[src/rca_defs.vh]
// Register map, field positions and encodings of the coexistence arbiter
`ifndef RCA_DEFS_VH
`define RCA_DEFS_VH

// ----------------------------------------------------------------
// Register indices (byte address is four times the index)
// ----------------------------------------------------------------
`define RCA_CTRL_OFFSET 32'h50002f00
`define RCA_STAT_OFFSET 32'h50002f02
`define RCA_CTRL_IDX 10'h000
`define RCA_STAT_IDX 10'h002
`define RCA_CTRL_RESET 16'h0000
`define RCA_CTRL_WMASK 16'hbc71

// ----------------------------------------------------------------
// Control fields
// ----------------------------------------------------------------
`define RCA_C_IGN_INT 15
`define RCA_C_IGN_EXT 13
`define RCA_C_BUSY_HI 12
`define RCA_C_BUSY_LO 11
`define RCA_C_IND_EN 10
`define RCA_C_DIAG_HI 6
`define RCA_C_DIAG_LO 5
`define RCA_C_OWN_MODE 4
`define RCA_C_HOLD 0

// ----------------------------------------------------------------
// Encodings
// ----------------------------------------------------------------
`define RCA_DEC_NONE 2'h0
`define RCA_DEC_INT 2'h1
`define RCA_DEC_EXT 2'h3
`define RCA_BUSY_INT_AND 2'h0
`define RCA_BUSY_ZERO 2'h1
`define RCA_BUSY_EXT_OR 2'h2
`define RCA_BUSY_EXT 2'h3
`define RCA_DIAG_NONE 2'h0
`define RCA_DIAG_LOW 2'h1
`define RCA_DIAG_HIGH 2'h2
`define RCA_RESP_OKAY 2'h0
`define RCA_RESP_SLVERR 2'h2

`endif
[src/rca_arbiter_ctrl.v]
// Coexistence arbiter control, status and decision logic with AXI4-Lite
//
// Summary of operation
// - Ignore-internal bit masks internal activity
// - Ignore-external bit masks ORed external requests
// - Selector picks radio-busy source for MAC
// - Indicator enable drives tx/rx, else zero
// - Diagnostic selector: 0 untouched, 3 reserved
// - Overlay closing and decision on bits 2..0/5..3
// - Mode 0: own activity follows internal activity
// - Mode 1: own activity low when external granted
// - Hold bit: finish transaction, then no decisions
// - Hold bit captured on the arbiter clock
// - Status shows effective internal ignore state
// - Status shows effective external ignore state
// - Status shows radio busy; arbiter uses it delayed
// - Status shows second external request pin
// - Decision: 0 none, 1 internal, 3 external
// - Hold mode: no new decision, fall to none
//
// The implementer's own choice: register access over AXI4-Lite.
`timescale 1ns/1ps
`include "rca_defs.vh"

module rca_arbiter_ctrl #(
   parameter ADDR_W = 12,
   parameter DIAG_W = 8
) (
   // Clock and reset
   input wire clock,
   input wire reset_n,
   // AXI4-Lite write address
   input wire [ADDR_W-1:0] s_axi_awaddr,
   input wire [2:0] s_axi_awprot,
   input wire s_axi_awvalid,
   output wire s_axi_awready,
   // AXI4-Lite write data
   input wire [31:0] s_axi_wdata,
   input wire [3:0] s_axi_wstrb,
   input wire s_axi_wvalid,
   output wire s_axi_wready,
   // AXI4-Lite write response
   output wire [1:0] s_axi_bresp,
   output wire s_axi_bvalid,
   input wire s_axi_bready,
   // AXI4-Lite read address
   input wire [ADDR_W-1:0] s_axi_araddr,
   input wire [2:0] s_axi_arprot,
   input wire s_axi_arvalid,
   output wire s_axi_arready,
   // AXI4-Lite read data
   output wire [31:0] s_axi_rdata,
   output wire [1:0] s_axi_rresp,
   output wire s_axi_rvalid,
   input wire s_axi_rready,
   // Internal MAC side
   input wire macEventInProcess,
   input wire radioCtrlBusy,
   output wire macRadioBusy,
   output wire coexTxIndicator,
   output wire coexRxIndicator,
   input wire [DIAG_W-1:0] macDiagIn,
   output wire [DIAG_W-1:0] diagOut,
   // External MAC pins
   input wire externalRequest0,
   input wire externalRequest1,
   output wire ownActivityOut,
   output wire ownPriorityOut,
   // Decision observation
   output wire [1:0] grantDecision,
   output wire decisionClosing
);

   // ----------------------------------------------------------------
   // Pin synchronisers
   // ----------------------------------------------------------------
   reg [1:0] ext0Sync_q;
   reg [1:0] ext1Sync_q;
   always @(posedge clock or negedge reset_n) begin
      if (!reset_n) begin
         ext0Sync_q <= 2'h0;
         ext1Sync_q <= 2'h0;
      end else begin
         ext0Sync_q <= {ext0Sync_q[0], externalRequest0};
         ext1Sync_q <= {ext1Sync_q[0], externalRequest1};
      end
   end
   wire ext0 = ext0Sync_q[1];
   wire ext1 = ext1Sync_q[1];

   // ----------------------------------------------------------------
   // Control register and bus slave
   // ----------------------------------------------------------------
   reg [15:0] ctrl_q;
   reg awHeld_q;
   reg wHeld_q;
   reg [ADDR_W-1:0] awAddr_q;
   reg [31:0] wData_q;
   reg [3:0] wStrb_q;
   reg bValid_q;
   reg [1:0] bResp_q;
   reg rValid_q;
   reg [1:0] rResp_q;
   reg [31:0] rData_q;
   wire [15:0] statusWord;

   assign s_axi_awready = !awHeld_q && !bValid_q;
   assign s_axi_wready = !wHeld_q && !bValid_q;
   assign s_axi_bvalid = bValid_q;
   assign s_axi_bresp = bResp_q;
   assign s_axi_arready = !rValid_q;
   assign s_axi_rvalid = rValid_q;
   assign s_axi_rresp = rResp_q;
   assign s_axi_rdata = rData_q;

   wire awFire = s_axi_awvalid && s_axi_awready;
   wire wFire = s_axi_wvalid && s_axi_wready;
   wire awHave = awHeld_q || awFire;
   wire wHave = wHeld_q || wFire;
   wire [ADDR_W-1:0] wrAddr = awHeld_q ? awAddr_q : s_axi_awaddr;
   wire [31:0] wrData = wHeld_q ? wData_q : s_axi_wdata;
   wire [3:0] wrStrb = wHeld_q ? wStrb_q : s_axi_wstrb;
   wire doWrite = awHave && wHave && !bValid_q;
   wire [9:0] wrIdx = wrAddr[ADDR_W-1:2];
   wire [9:0] rdIdx = s_axi_araddr[ADDR_W-1:2];
   wire wrCtrl = wrIdx == `RCA_CTRL_IDX;
   wire wrStat = wrIdx == `RCA_STAT_IDX;
   wire [15:0] laneMask = {{8{wrStrb[1]}}, {8{wrStrb[0]}}};
   wire [15:0] ctrlBits = laneMask & `RCA_CTRL_WMASK;

   always @(posedge clock or negedge reset_n) begin
      if (!reset_n) begin
         ctrl_q <= `RCA_CTRL_RESET;
         awHeld_q <= 1'b0;
         wHeld_q <= 1'b0;
         awAddr_q <= {ADDR_W{1'b0}};
         wData_q <= 32'h00000000;
         wStrb_q <= 4'h0;
         bValid_q <= 1'b0;
         bResp_q <= `RCA_RESP_OKAY;
      end else begin
         if (awFire) begin
            awAddr_q <= s_axi_awaddr;
         end
         if (wFire) begin
            wData_q <= s_axi_wdata;
            wStrb_q <= s_axi_wstrb;
         end
         if (doWrite) begin
            awHeld_q <= 1'b0;
            wHeld_q <= 1'b0;
            bValid_q <= 1'b1;
            // Status writes are accepted and dropped
            bResp_q <= (wrCtrl || wrStat) ? `RCA_RESP_OKAY
                                          : `RCA_RESP_SLVERR;
            if (wrCtrl) begin
               ctrl_q <= (ctrl_q & ~ctrlBits) |
                         (wrData[15:0] & ctrlBits);
            end
         end else begin
            awHeld_q <= awHeld_q || awFire;
            wHeld_q <= wHeld_q || wFire;
            bValid_q <= bValid_q && !s_axi_bready;
         end
      end
   end

   always @(posedge clock or negedge reset_n) begin
      if (!reset_n) begin
         rValid_q <= 1'b0;
         rResp_q <= `RCA_RESP_OKAY;
         rData_q <= 32'h00000000;
      end else if (s_axi_arvalid && s_axi_arready) begin
         rValid_q <= 1'b1;
         rResp_q <= `RCA_RESP_OKAY;
         if (rdIdx == `RCA_CTRL_IDX) begin
            rData_q <= {16'h0000, ctrl_q};
         end else if (rdIdx == `RCA_STAT_IDX) begin
            rData_q <= {16'h0000, statusWord};
         end else begin
            rData_q <= 32'h00000000;
            rResp_q <= `RCA_RESP_SLVERR;
         end
      end else if (rValid_q && s_axi_rready) begin
         rValid_q <= 1'b0;
      end
   end

   // ----------------------------------------------------------------
   // Request masking
   // ----------------------------------------------------------------
   wire ignoreInt = ctrl_q[`RCA_C_IGN_INT];
   wire ignoreExt = ctrl_q[`RCA_C_IGN_EXT];
   // Gating is combinational so masking takes effect at once
   wire intActive = macEventInProcess && !ignoreInt;
   wire extActive = (ext0 || ext1) && !ignoreExt;

   // Arbiter sees radio busy one cycle late
   reg busyDly_q;
   // Hold bit captured on the arbiter clock
   reg hold_q;
   always @(posedge clock or negedge reset_n) begin
      if (!reset_n) begin
         busyDly_q <= 1'b0;
         hold_q <= 1'b0;
      end else begin
         busyDly_q <= radioCtrlBusy;
         hold_q <= ctrl_q[`RCA_C_HOLD];
      end
   end

   // ----------------------------------------------------------------
   // Decision state machine
   // ----------------------------------------------------------------
   localparam ST_NONE = 4'b0001;
   localparam ST_INT = 4'b0010;
   localparam ST_EXT = 4'b0100;
   localparam ST_CLOSE = 4'b1000;
   reg [3:0] state_q;
   reg [3:0] state_d;
   reg [1:0] dec_q;
   reg [1:0] dec_d;

   // Internal MAC wins when both ask; a granted side keeps the radio
   // until its request drops, then one closing cycle returns to none.
   always @* begin
      state_d = state_q;
      dec_d = dec_q;
      case (state_q)
         ST_NONE: begin
            dec_d = `RCA_DEC_NONE;
            if (!hold_q && intActive) begin
               state_d = ST_INT;
               dec_d = `RCA_DEC_INT;
            end else if (!hold_q && extActive) begin
               state_d = ST_EXT;
               dec_d = `RCA_DEC_EXT;
            end
         end
         ST_INT: state_d = intActive ? ST_INT : ST_CLOSE;
         ST_EXT: state_d = extActive ? ST_EXT : ST_CLOSE;
         ST_CLOSE: begin
            state_d = ST_NONE;
            dec_d = `RCA_DEC_NONE;
         end
         default: begin
            state_d = ST_NONE;
            dec_d = `RCA_DEC_NONE;
         end
      endcase
   end

   always @(posedge clock or negedge reset_n) begin
      if (!reset_n) begin
         state_q <= ST_NONE;
         dec_q <= `RCA_DEC_NONE;
      end else begin
         state_q <= state_d;
         dec_q <= dec_d;
      end
   end

   wire closing = state_q == ST_CLOSE;
   wire decInt = dec_q == `RCA_DEC_INT;
   wire decExt = dec_q == `RCA_DEC_EXT;
   assign grantDecision = dec_q;
   assign decisionClosing = closing;

   // ----------------------------------------------------------------
   // Outputs toward the internal MAC and the pins
   // ----------------------------------------------------------------
   reg busySel;
   always @* begin
      case (ctrl_q[`RCA_C_BUSY_HI:`RCA_C_BUSY_LO])
         `RCA_BUSY_INT_AND: busySel = decInt && busyDly_q;
         `RCA_BUSY_ZERO: busySel = 1'b0;
         `RCA_BUSY_EXT_OR: busySel = decExt || busyDly_q;
         default: busySel = decExt;
      endcase
   end

   wire indEn = ctrl_q[`RCA_C_IND_EN];
   // Mode 1 suppresses own activity while the external side owns it
   wire ownAct = intActive &&
                 !(ctrl_q[`RCA_C_OWN_MODE] && decExt);
   wire ownPri = decInt;

   reg [DIAG_W-1:0] diag_d;
   always @* begin
      diag_d = macDiagIn;
      case (ctrl_q[`RCA_C_DIAG_HI:`RCA_C_DIAG_LO])
         `RCA_DIAG_LOW: diag_d[2:0] = {closing, dec_q};
         `RCA_DIAG_HIGH: diag_d[5:3] = {closing, dec_q};
         default: diag_d = macDiagIn;
      endcase
   end

   reg busy_q;
   reg tx_q;
   reg rx_q;
   reg ownAct_q;
   reg ownPri_q;
   reg [DIAG_W-1:0] diag_q;
   always @(posedge clock or negedge reset_n) begin
      if (!reset_n) begin
         busy_q <= 1'b0;
         tx_q <= 1'b0;
         rx_q <= 1'b0;
         ownAct_q <= 1'b0;
         ownPri_q <= 1'b0;
         diag_q <= {DIAG_W{1'b0}};
      end else begin
         busy_q <= busySel;
         tx_q <= indEn && ext0;
         rx_q <= indEn && ext1;
         ownAct_q <= ownAct;
         ownPri_q <= ownPri;
         diag_q <= diag_d;
      end
   end
   assign macRadioBusy = busy_q;
   assign coexTxIndicator = tx_q;
   assign coexRxIndicator = rx_q;
   assign ownActivityOut = ownAct_q;
   assign ownPriorityOut = ownPri_q;
   assign diagOut = diag_q;

   // ----------------------------------------------------------------
   // Status word
   // ----------------------------------------------------------------
   assign statusWord = {ignoreInt, 1'b0, ignoreExt, radioCtrlBusy,
                        ext1, ext0, ownPri_q, ownAct_q,
                        closing, dec_q, 5'h00};

endmodule

[config.mk]
export PLATFORM = sky130hd
export DESIGN_NAME = rca_arbiter_ctrl
export DESIGN_NICKNAME = d
export VERILOG_FILES = /design/src/rca_arbiter_ctrl.v
export VERILOG_INCLUDE_DIRS = /design/src /design/src/src
export SDC_FILE = /design/constraint.sdc
export NUM_CORES = 1
export LEC_CHECK = 0
export ABC_AREA = 1
export BUFFER_PORTS_ARGS = -buffer_cell sky130_fd_sc_hd__buf_2
export CAP_MARGIN = 30
export CORE_MARGIN = 5
export CORE_UTILIZATION = 49
export CTS_BUF_LIST = sky130_fd_sc_hd__clkbuf_8
export DETAILED_ROUTE_END_ITERATION = 12
export PLACE_DENSITY = 0.82
export REMOVE_ABC_BUFFERS = 1
export SETUP_SLACK_MARGIN = 0.3
export SLEW_MARGIN = 15
export SYNTH_ARGS = -nofsm -noshare
export SYNTH_HDL_FRONTEND = slang
export SYNTH_SLANG_ARGS = --single-unit
[constraint.sdc]
create_clock -name clock -period 1.9 [get_ports clock]
set_clock_uncertainty 0.05 [all_clocks]
set_input_delay 0.19 -clock clock [delete_from_list [all_inputs] [get_ports clock]]
set_output_delay 0.19 -clock clock [all_outputs]
set_load 0.05 [all_outputs]
==> out/results.md <==
- status: complete, no violations
- cell taking the most area after synthesis: dfrtp_1
- highest-utilization routing layer at the global route stage: met2
- Worst Hold Launch: macDiagIn[4]
- vias per inst: 4.98
- iteration count of the initial detailed-routing pass: 4
- total routed wirelength: 7960 µm
- top cell type's share of synthesized area: 0.549
- number of nets in the layout: 573
- Placement Rows: 29
- CP startpoint kind: flip-flop
- sum of net half-perimeters after detailed placement: 5360 µm
- number of antenna violations at the first check in global routing: 0
- Synth top cells by count: 93 x nand2_1, 72 x dfrtp_1, 43 x inv_1
- insertion delay of the later-clocked pin in the worst-skew pair: 0.35 ns
- Port Buffers: 84
- logic depth of the worst register-to-register path: 8
- register-to-register path setup slack: 0.27 ns
- clock-pin slew reported for the worst setup and hold paths after clock tree synthesis: 0.08 ns
- root buffer cell: clkbuf_8
- dominant combinational cell family by area after synthesis: simple AND/OR/NAND/NOR gates
- count of final max-slew check failures: 0
- starting utilization of the core area: 0.511
- global-route wire length before repair: 12600 µm
- post-synthesis instance area: 3280 µm²
- minimum clock period: 1.63 ns
- dominant cell by count in the synthesized netlist: nand2_1
- detail-routed net length per standard cell: 14.0 µm
- global-route track usage on met1: 0.233
- leakage power figure: 2.26 nW
- via count of the routed design: 2840
- met3 track utilization from global routing: 0.0540
- final antenna diode count: 0
- number of global-route vias before repair: 2792
- sequential fraction of the synthesis area: 0.557
- number of library cell types mapped by synthesis: 30
- Boundary Pins: 142
- number of clock sinks: 73
- setup repair after global routing missed its margin: yes
- Simple-Gate Fraction of Synth Area: 0.213
- Die Width: 91.9 µm
- arrival time at the worst endpoint: 1.86 ns
- GRT overflow: 0
- slew margin rel.: 0.624
- overall die area: 8440 µm²
- number of warning messages in the yosys log: 0
- maximum vdd drop: 816 µV
- core area: 6420 µm²
- maximum number of pins on one net before global-route repair: 35
- antenna violation net count after detailed routing: 0
- Synth Area in Compound Gates: 0.0983
- Final Wtd Congestion: 0.795
- number of max-cap violations: 0
- worst min-delay path category: in2reg
- adder and majority cell fraction of the synthesized area: 0
- flops & latches, synth: 73
- cell area power density: 1320 nW/µm²
- grt met2 use: 0.300
- share of flip-flops with an asynchronous set or reset: 1.00
- critical path required time: 2.13 ns
- Total Power: 0.00564 W
- placed inst area: 3700 µm²
- transition time at the pin with the least slew margin: 0.563 ns
- Finish-stage setup viols: 0
- cts bufs inserted: 9
- Worst Setup End Kind: flip-flop
- xor/xnor share of the synthesized area: 0
- drt drc: 0
- start-to-end type of the worst setup path: reg2reg
- number of enable flip-flop cells after synthesis: 0
- final std cell area, no fill: 4280 µm²
- share of final-layout standard cells stronger than drive strength 1: 0.302
- Hold Path Stages: 3
- Area Growth Syn to Fin: 30.2%
- peak fanout along the critical path: 4
- Cells after Synth: 376
- Fin Hold WS: 0.00322 ns
- per-instance average area after synthesis: 8.74 µm²
- drt first-iter violations: 138
- endpoint of the worst hold path: diagOut[4]
- count of H-tree levels built during CTS: 3
- # fillers: 495
- timing-limited maximum frequency: 0.615 GHz
- multiplexer share of the synthesized area: 0.0103
- Clock Tree Buf Depth: 2
- final-report hold violation count: 0
- share of the clock period used by the worst path: 0.856
- startpoint of the lowest-slack register-to-register path: s_axi_bvalid
- CTS tree: done
- most common flop cell mapped by yosys: dfrtp_1
- dominant cells by area after synthesis: dfrtp_1 55%, nand2_1 11%, o21ai_0 6.4%
- total global routing track utilization: 0.185
- die outline height: 91.9 µm
power by group:
group	total [W]	internal [W]	switching [W]	leakage, nW
combinational	0.00199	0.000642	0.00135	1.22
clock	0.00152	0.000912	0.000603	0.119
sequential	0.00214	0.00191	0.000223	0.921
total	0.00564	0.00347	0.00217	2.26
stage by stage:
stage	util	setup slack, ns	instances	setup TNS [ns]
2_1_floorplan	-	-0.450	365	-7.99
5_1_grt	0.666	0.181	570	0
6_report	0.666	0.274	570	0
3_3_place_gp	0.576	0.247	532	0
4_1_cts	0.635	0.346	559	0
3_5_place_dp	0.576	0.162	532	0
routing by layer:
metal	up-vias	wire length [µm]
met5	-	0
met4	0	160
met1	1322	3350
met2	112	3870
met3	16	573
li1	1390	-
critical path, cell delays in order, from the launching register on:
cell and delay [ns]:
dfrtp_1 0.41, inv_2 0.08, a21oi_1 0.09, nor2_2 0.24, inv_2 0.10, nor2_4 0.22
buf_6 0.14, nand4_1 0.11, nand2_1 0.12
repair_timing:
action                                  in CTS  in global routing
setup buffers                                2                 10
endpoints found under the setup margin       8                 10
endpoints found under the hold margin       23                  1
pin swaps                                    1                 15
gates resized for setup                      5                 34
hold buffers                                 9                  1
kinds of logic (layout without fill, tap and decap cells):
| family | Yosys count | in the layout |
|---|---|---|
| AO/OA/AOI/OAI | 60 | 60 |
| other | 1 | 22 |
| AND/OR/NAND/NOR | 161 | 161 |
| multiplexers | 3 | 3 |
| buffers and inverters | 78 | 174 |
| flip-flops | 73 | 73 |
worst max path at each step:
stage / startpoint / to / cells past startpoint / slack, ns
finish: s_axi_bvalid / flip-flop / 8 / 0.27
global route: s_axi_bvalid / flip-flop / 8 / 0.18
CTS: awHeld_q / flip-flop / 7 / 0.35
detailed placement: awHeld_q / flip-flop / 7 / 0.16
global placement: awHeld_q / flip-flop / 7 / 0.25
floorplan: s_axi_bvalid / awAddr_q[6] / 3 / -0.45
layout make-up:
cell class                      instances  area, µm²  share of cell area
Inverter                               46        175              0.0410
Clock buffer                           10        138              0.0322
Tap cell                               77       96.3              0.0225
Sequential cell                        73       1830               0.428
Timing Repair Buffer                  112        692               0.162
Multi-Input combinational cell        246       1230               0.288
Clock inverter                          6        114              0.0266
cell usage in the layout, fill, tap and decap left out, types with 2 or more instances in the layout:
master / count
a21oi_1: 5
mux2_2: 3
o21ai_1: 4
o22ai_1: 2
o31ai_1: 2
nor2_2: 3
buf_4: 10
nor2_1: 21
a22o_1: 2
o21ai_0: 41
nand3_1: 19
nand3_4: 2
nand4_1: 12
conb_1: 22
buf_2: 83
bufinv_16: 3
dfrtp_1: 71
dlygate4sd3_1: 10
inv_2: 2
buf_6: 9
nand2_1: 85
nand3_2: 3
inv_1: 42
nor2_4: 4
nand2_2: 8
clkbuf_8: 10
clkinvlp_4: 2
(Power assumes the default switching activity.)
